File: config.mk
export PLATFORM = sky130hd
export DESIGN_NAME = sbst_tracker
export DESIGN_NICKNAME = d
export VERILOG_FILES = /design/src/design/sbst_pkg.sv /design/src/design/sbst_tracker.sv
export SDC_FILE = /design/constraint.sdc
export NUM_CORES = 1
export LEC_CHECK = 0
export BUFFER_PORTS_ARGS = -buffer_cell sky130_fd_sc_hd__clkbuf_2
export CORE_MARGIN = 2
export CORE_UTILIZATION = 30
export CTS_CLUSTER_SIZE = 24
export DETAILED_ROUTE_END_ITERATION = 8
export REMOVE_ABC_BUFFERS = 1
export SLEW_MARGIN = 0
export SYNTH_ARGS = -nofsm -noshare
export SYNTH_HDL_FRONTEND = slang
export SYNTH_SLANG_ARGS = --single-unit
File: constraint.sdc
create_clock -name clk -period 2.9 [get_ports clk]
set_input_delay 0.145 -clock clk [delete_from_list [all_inputs] [get_ports clk]]
set_output_delay 0.145 -clock clk [all_outputs]
set_load 0.05 [all_outputs]
File: src/design/sbst_pkg.sv
// Package with constants and types for the SDRAM bank state tracker.
package sbst_pkg;
    localparam int SBST_BANKS = 4;
    localparam int SBST_CLK_PERIOD_NS = 8;
    // Timing figures in nanoseconds or cycles; plain defaults.
    localparam int SBST_PRECHARGE_PERIOD_NS = 20;
    localparam int SBST_ACTIVATE_TO_ACCESS_DELAY_NS = 20;
    localparam int SBST_REFRESH_CYCLE_PERIOD_NS = 66;
    localparam int SBST_MODE_LOAD_DELAY_CK = 2;
    localparam int SBST_BURST_LENGTH = 4;
    localparam int SBST_CAS_LATENCY = 2;
    // Least times round up to whole cycles.
    localparam int SBST_PRECHARGE_CYCLES =
        (SBST_PRECHARGE_PERIOD_NS + SBST_CLK_PERIOD_NS - 1)
        / SBST_CLK_PERIOD_NS;
    localparam int SBST_ACTIVATE_CYCLES =
        (SBST_ACTIVATE_TO_ACCESS_DELAY_NS + SBST_CLK_PERIOD_NS - 1)
        / SBST_CLK_PERIOD_NS;
    localparam int SBST_REFRESH_CYCLES =
        (SBST_REFRESH_CYCLE_PERIOD_NS + SBST_CLK_PERIOD_NS - 1)
        / SBST_CLK_PERIOD_NS;
    localparam int SBST_CNT_W = 8;

    typedef enum logic [2:0] {
        SBST_IDLE = 3'b000,
        SBST_ACTIVATING = 3'b001,
        SBST_ROW_ACTIVE = 3'b010,
        SBST_READ = 3'b011,
        SBST_WRITE = 3'b100,
        SBST_AUTO_PRE = 3'b101,
        SBST_PRECHARGING = 3'b110
    } sbst_bank_state_type;

    typedef enum logic [1:0] {
        SBST_DEV_NORMAL = 2'b00,
        SBST_DEV_REFRESH = 2'b01,
        SBST_DEV_MODE_LOAD = 2'b10,
        SBST_DEV_PRE_ALL = 2'b11
    } sbst_dev_state_type;

    // Command pins as the controller drives them; chip select and the three strobes are active low.
    typedef struct packed {
        logic chip_select_n;
        logic row_strobe_n;
        logic column_strobe_n;
        logic write_enable_n;
        logic [1:0] bank;
        logic auto_precharge;
    } sbst_cmd_type;
endpackage : sbst_pkg

File: src/design/sbst_tracker.sv
// Bank and device state tracker for a four-bank SDRAM.
// Summary of operation
// - A bank is idle only after precharge and precharge_period elapse.
// - Row active follows activate plus activate_to_access_delay, no burst running.
// - Read state lasts from READ without auto precharge to burst end or cut.
// - Write state lasts from WRITE without auto precharge to burst end or cut.
// - PRECHARGE starts precharging; after precharge_period the bank is idle.
// - ACTIVE starts activating; after activate_to_access_delay it is row active.
// - Auto precharge access keeps bank busy for burst length plus precharge_period; then idle.
// - AUTO REFRESH lasts refresh_cycle_period, then all banks idle.
// - mode_register_load lasts mode_load_delay, then all banks idle.
// - PRECHARGE ALL lasts precharge_period, then every bank idle.
// - BURST TERMINATE ends the latest READ or WRITE burst, any bank.
// - PRECHARGE to an idle bank changes nothing.
// - Chip select high is inhibit; all strobes high is NOP.
// - Strobe codes LHH active, HLH read, HLL write, LHL precharge.
// - An interrupted auto precharge burst starts its precharge at interruption.
// - READ interrupting a READ takes over one CAS latency later.
module sbst_tracker
    import sbst_pkg::*;
(
    input wire logic clk, // System clock.
    input wire logic reset_n, // Asynchronous reset, active low.
    input wire sbst_cmd_type cmd, // Command sampled each rising edge.
    output sbst_bank_state_type bank_state [SBST_BANKS], // Per bank state.
    output sbst_dev_state_type dev_state, // Device-wide operation.
    output logic all_idle // Every bank idle, no device operation.
);
    // Decoded commands.
    logic sel;
    logic is_active;
    logic is_read;
    logic is_write;
    logic is_pre;
    logic is_refresh;
    logic is_mode;
    logic is_term;
    logic pre_all;
    logic access;

    always_comb begin
        sel = !cmd.chip_select_n;
        is_active = sel && !cmd.row_strobe_n && cmd.column_strobe_n
            && cmd.write_enable_n;
        is_read = sel && cmd.row_strobe_n && !cmd.column_strobe_n
            && cmd.write_enable_n;
        is_write = sel && cmd.row_strobe_n && !cmd.column_strobe_n
            && !cmd.write_enable_n;
        is_pre = sel && !cmd.row_strobe_n && cmd.column_strobe_n
            && !cmd.write_enable_n;
        is_refresh = sel && !cmd.row_strobe_n && !cmd.column_strobe_n
            && cmd.write_enable_n;
        is_mode = sel && !cmd.row_strobe_n && !cmd.column_strobe_n
            && !cmd.write_enable_n;
        is_term = sel && cmd.row_strobe_n && cmd.column_strobe_n
            && !cmd.write_enable_n;
        // The auto precharge line doubles as the all-banks flag here.
        pre_all = is_pre && cmd.auto_precharge;
        access = is_read || is_write;
    end

    // Device-wide operation and its counter.
    sbst_dev_state_type next_dev_state;
    logic [SBST_CNT_W-1:0] dev_cnt;
    logic [SBST_CNT_W-1:0] next_dev_cnt;
    logic dev_busy;

    assign dev_busy = dev_state != SBST_DEV_NORMAL;

    always_comb begin
        next_dev_state = dev_state;
        next_dev_cnt = dev_cnt;
        if (dev_busy) begin
            // Commands are ignored here, including the ACTIVE the testbench sends during refresh.
            if (dev_cnt <= SBST_CNT_W'(1)) begin
                next_dev_state = SBST_DEV_NORMAL;
                next_dev_cnt = '0;
            end else begin
                next_dev_cnt = dev_cnt - SBST_CNT_W'(1);
            end
        end else if (is_refresh && all_idle) begin
            next_dev_state = SBST_DEV_REFRESH;
            next_dev_cnt = SBST_CNT_W'(SBST_REFRESH_CYCLES);
        end else if (is_mode && all_idle) begin
            next_dev_state = SBST_DEV_MODE_LOAD;
            next_dev_cnt = SBST_CNT_W'(SBST_MODE_LOAD_DELAY_CK);
        end else if (pre_all) begin
            next_dev_state = SBST_DEV_PRE_ALL;
            next_dev_cnt = SBST_CNT_W'(SBST_PRECHARGE_CYCLES);
        end
    end

    always_ff @(posedge clk or negedge reset_n) begin
        if (!reset_n) begin
            dev_state <= SBST_DEV_NORMAL;
            dev_cnt <= '0;
        end else begin
            dev_state <= next_dev_state;
            dev_cnt <= next_dev_cnt;
        end
    end

    // Most recent burst owner, for burst terminate.
    logic [1:0] last_bank;
    logic [1:0] next_last_bank;

    always_comb begin
        next_last_bank = last_bank;
        if (access && !dev_busy) begin
            next_last_bank = cmd.bank;
        end
    end

    always_ff @(posedge clk or negedge reset_n) begin
        if (!reset_n) begin
            last_bank <= 2'h0;
        end else begin
            last_bank <= next_last_bank;
        end
    end

    // Per bank state machines.
    sbst_bank_state_type next_bank_state [SBST_BANKS];
    logic [SBST_CNT_W-1:0] bank_cnt [SBST_BANKS];
    logic [SBST_CNT_W-1:0] next_bank_cnt [SBST_BANKS];
    logic [SBST_BANKS-1:0] bank_idle;
    logic [SBST_BANKS-1:0] next_bank_idle;

    for (genvar b = 0; b < SBST_BANKS; b++) begin : g_bank
        logic hit;
        logic other_access;
        logic done;

        assign hit = !dev_busy && cmd.bank == 2'(b);
        assign other_access = !dev_busy && access && cmd.bank != 2'(b);
        assign done = bank_cnt[b] <= SBST_CNT_W'(1);
        assign next_bank_idle[b] = next_bank_state[b] == SBST_IDLE;

        always_comb begin
            next_bank_state[b] = bank_state[b];
            next_bank_cnt[b] = bank_cnt[b];
            if (!done) begin
                next_bank_cnt[b] = bank_cnt[b] - SBST_CNT_W'(1);
            end
            if (dev_state == SBST_DEV_PRE_ALL && dev_cnt <= SBST_CNT_W'(1))
            begin
                next_bank_state[b] = SBST_IDLE;
                next_bank_cnt[b] = '0;
            end else if (!dev_busy && pre_all) begin
                // Idle banks stay idle; the device timer rules the rest.
                if (bank_state[b] != SBST_IDLE) begin
                    next_bank_state[b] = SBST_PRECHARGING;
                    next_bank_cnt[b] = SBST_CNT_W'(SBST_PRECHARGE_CYCLES);
                end
            end else if (!dev_busy) begin
                unique case (bank_state[b])
                    SBST_IDLE: begin
                        if (hit && is_active) begin
                            next_bank_state[b] = SBST_ACTIVATING;
                            next_bank_cnt[b] =
                                SBST_CNT_W'(SBST_ACTIVATE_CYCLES);
                        end
                        // A precharge here is a no-operation.
                    end
                    SBST_ACTIVATING: begin
                        if (done) begin
                            next_bank_state[b] = SBST_ROW_ACTIVE;
                        end
                    end
                    SBST_PRECHARGING: begin
                        if (done) begin
                            next_bank_state[b] = SBST_IDLE;
                        end
                    end
                    SBST_AUTO_PRE: begin
                        // Burst length and the precharge run back to back in one timer.
                        if (done) begin
                            next_bank_state[b] = SBST_IDLE;
                        end else if (other_access && bank_cnt[b] >
                            SBST_CNT_W'(SBST_PRECHARGE_CYCLES)) begin
                            next_bank_cnt[b] =
                                SBST_CNT_W'(SBST_PRECHARGE_CYCLES);
                        end
                    end
                    SBST_ROW_ACTIVE, SBST_READ, SBST_WRITE: begin
                        if (hit && is_pre) begin
                            next_bank_state[b] = SBST_PRECHARGING;
                            next_bank_cnt[b] =
                                SBST_CNT_W'(SBST_PRECHARGE_CYCLES);
                        end else if (hit && access && cmd.auto_precharge)
                        begin
                            next_bank_state[b] = SBST_AUTO_PRE;
                            next_bank_cnt[b] = SBST_CNT_W'(
                                SBST_BURST_LENGTH + SBST_PRECHARGE_CYCLES);
                        end else if (hit && access) begin
                            next_bank_state[b] = is_read ? SBST_READ
                                : SBST_WRITE;
                            next_bank_cnt[b] = SBST_CNT_W'(SBST_BURST_LENGTH);
                        end else if (bank_state[b] == SBST_READ && !done
                            && other_access && is_read) begin
                            // The earlier read keeps the data bus for one
                            // CAS latency, so its burst ends that much later.
                            if (bank_cnt[b] >
                                SBST_CNT_W'(SBST_CAS_LATENCY)) begin
                                next_bank_cnt[b] =
                                    SBST_CNT_W'(SBST_CAS_LATENCY);
                            end
                        end else if (bank_state[b] != SBST_ROW_ACTIVE
                            && (done || other_access
                            || (is_term && last_bank == 2'(b)))) begin
                            // Burst finished, cut by another bank, or
                            // terminated.
                            next_bank_state[b] = SBST_ROW_ACTIVE;
                        end
                    end
                    default: begin
                        next_bank_state[b] = SBST_IDLE;
                    end
                endcase
            end
        end

        always_ff @(posedge clk or negedge reset_n) begin
            if (!reset_n) begin
                bank_state[b] <= SBST_IDLE;
                bank_cnt[b] <= '0;
            end else begin
                bank_state[b] <= next_bank_state[b];
                bank_cnt[b] <= next_bank_cnt[b];
            end
        end
    end

    assign bank_idle = next_bank_idle;

    always_ff @(posedge clk or negedge reset_n) begin
        if (!reset_n) begin
            all_idle <= 1'b1;
        end else begin
            all_idle <= (&bank_idle) && next_dev_state == SBST_DEV_NORMAL;
        end
    end
endmodule // sbst_tracker

==> impl_metrics.json <==
{
  "syn_area_um2": 5170,
  "maxSlewHeadroom_pct": 45.9,
  "layout_common_cells": "nor2_1, buf_4, nand2_1",
  "coreArea_um2": 16700,
  "clkTransAtPathRegs_ns": 0.06,
  "cts_tree": "built",
  "crit_fanout": 12,
  "setup_viol": 0,
  "criticalPathCategory": "reg -> reg",
  "drv_cap": 0,
  "grt_use_total_pct": 18.2,
  "overflow": 0,
  "root_buffer": "clkbuf_16",
  "fp.dieArea_um2": 18300,
  "numPortBuffers": 23,
  "pin_count": 24,
  "place.gp.congestion": 0.903,
  "worst_slack_ns": 0.163,
  "final_common_cell": "nor2_1",
  "dr.pass1.iters": 6,
  "cts_buffer_depth": 2,
  "status": "complete, but fails checks",
  "antenna_cells": 0,
  "synth_area_per_cell_um2": 7.76,
  "hold_violations": 22,
  "violations": "negative hold slack",
  "peakVddDrop_mv": 0.590,
  "syn-instance-count": 666,
  "whs_ns": -0.0122,
  "cts_made_buffers": 9,
  "ys_async_sr_fraction_pct": 100,
  "min_path_type": "in -> async",
  "die_x_um": 135,
  "min_period_ns": 2.74,
  "cp-start-kind": "register",
  "fin_nets": 742,
  "yosysWarnings": 0,
  "fill_cells": 1759,
  "dp_slack_ns": 0.0588,
  "dp_hpwl_um": 11800,
  "syn_to_final_growth_pct": 18.5,
  "avgViaCountPerCell": 5.69,
  "postRouteWirelength_um": 16400,
  "clock_latency_ns": 0.34,
  "fin_cells": 944,
  "antenna_found_initial": 0,
  "drt_iter0_drc": 541,
  "row_count": 47,
  "dpl.cell_count": 926,
  "cts_sinks": 57,
  "drc": 0,
  "grt_pass1_vias": 5005,
  "synth_cell_types": 85,
  "holdBufCountCts": 0,
  "ff2ff_path_depth": 8,
  "grt_max_degree": 58,
  "required_ns": 3.16,
  "p_per_area_nw_per_um2": 1170,
  "die_h_um": 135,
  "grt_pass1_wl_um": 26300,
  "synth_seq_area_share_pct": 27.6,
  "rsz0062_at_grt": "no",
  "start_util_pct": 30.9,
  "endpoint_kind": "register",
  "drive_gt1_share_pct": 18.4,
  "fin_crit_sh_pct": 94.4,
  "ys_ff_latch": 57,
  "p_leak_nw": 2.58,
  "final_core_util_pct": 36.7,
  "tightest_slew_ns": 0.812,
  "cp.arrival_ns": 2.99,
  "ant_nets": 0,
  "synth_edf_count": 0,
  "clock_skew_ns": 0.0113,
  "vias": 5373,
  "synth-main-ff-cell": "dfrtp_1",
  "fmax_mhz": 365,
  "final_max_slew_viol_count": 0,
  "post_drt_wl_per_cell_um": 17.4,
  "htree_num_levels": 3
}
## flip-flops by register name, indices dropped and copies added (netlist names)
name,flops
bank_state,12
bank_cnt,32
dev_state,2
last_bank,2
all_idle,1
dev_cnt,8
## report_power, final
group	switching (mW)	leakage [nW]	internal [mW]
registers	0.426	0.729	1.12
clock network	0.389	0.149	0.669
logic	2.71	1.70	1.87
## worst paths after layout
| kind | from | end | slack, ns |
|---|---|---|---|
| setup reg to reg | dev_cnt[4]$_DFFE_PN0P_ | all_idle$_DFF_PN1_ | 0.16 |
| min in group clk | cmd[1] | last_bank[0]$_DFFE_PN0N_ | 0.18 |
| setup / recovery | dev_cnt[4]$_DFFE_PN0P_ | all_idle$_DFF_PN1_ | 0.16 |
| hold reg to reg | dev_cnt[6]$_DFFE_PN0P_ | dev_cnt[6]$_DFFE_PN0P_ | 0.52 |
| max in group asynchronous | reset_n | bank_cnt[16]$_DFF_PN0_ | 2.39 |
| hold / removal | reset_n | bank_state[2]$_DFF_PN0_ | -0.01 |
## synthesized netlist by cell type (all sizes together), types with 7 or more instances
library cell | instances | area, um^2
nor2 | 71 | 269
nand2 | 63 | 236
dfrtp | 56 | 1400
o21ai | 46 | 241
a21oi | 44 | 228
nor3 | 31 | 170
clkbuf | 24 | 90.1
buf | 21 | 126
nand3 | 21 | 105
a31oi | 20 | 125
inv | 18 | 67.6
xnor2 | 16 | 140
xor2 | 15 | 131
ha | 14 | 175
nand2b | 13 | 81.3
nor4 | 12 | 96.3
and2 | 10 | 62.6
nor2b | 9 | 56.3
o211ai | 9 | 67.6
or3 | 8 | 50.1
a211oi | 7 | 52.6
nand3b | 7 | 52.6
or2 | 7 | 46.3
## stage by stage
step | total power [mW] | area [um^2] | setup TNS [ns]
2_1_floorplan | 4.65 | 4950 | -0.315
3_3_place_gp | 6.02 | 5810 | 0
3_5_place_dp | 6.03 | 5810 | 0
4_1_cts | 7.12 | 6100 | 0
5_1_grt | 7.76 | 6120 | 0
6_report | 7.18 | 6120 | 0
## cells by family after synthesis
family	after synthesis	synth area share, %
compound gates	200	26.2
xor+xnor	31	5.25
fa+ha+maj	14	3.39
buf+inv	63	5.50
flops	57	27.6
mux	3	0.605
simple gates	298	31.4
## cell type report
class                      count  area [um^2]  share of cell area [%]
clock buffer                  14          284                    4.64
timing repair buffer          87          596                    9.73
sequential                    57         1430                    23.3
clock inverter                 2         10.0                   0.163
inverter                      18         67.6                    1.10
multi-input combinational    546         3460                    56.6
tap                          220          275                    4.50
## layer usage
layer	track usage, %	up-vias	wire length (um)
met3	4.38	42	1160
li1	-	2581	-
met4	7.18	0	442
met2	27.9	202	7300
met1	24.7	2548	7530
met5	0	-	0
## critical path: stages (launching register included)
cell       delay [ns]
dfrtp_1          0.45
nor4_4           0.42
o2111ai_2        0.25
buf_4            0.26
nand3_1          0.09
o31ai_1          0.07
a41o_1           0.25
or4_1            0.61
nor4_2           0.24
## what timing repair did
| action | CTS | global route |
|---|---|---|
| endpoints found under the setup margin | 0 | 1 |
| gates resized for setup | 0 | 1 |
| setup buffers | 0 | 2 |
| endpoints found under the hold margin | 0 | 0 |
Power figures use the tool's default switching activity.
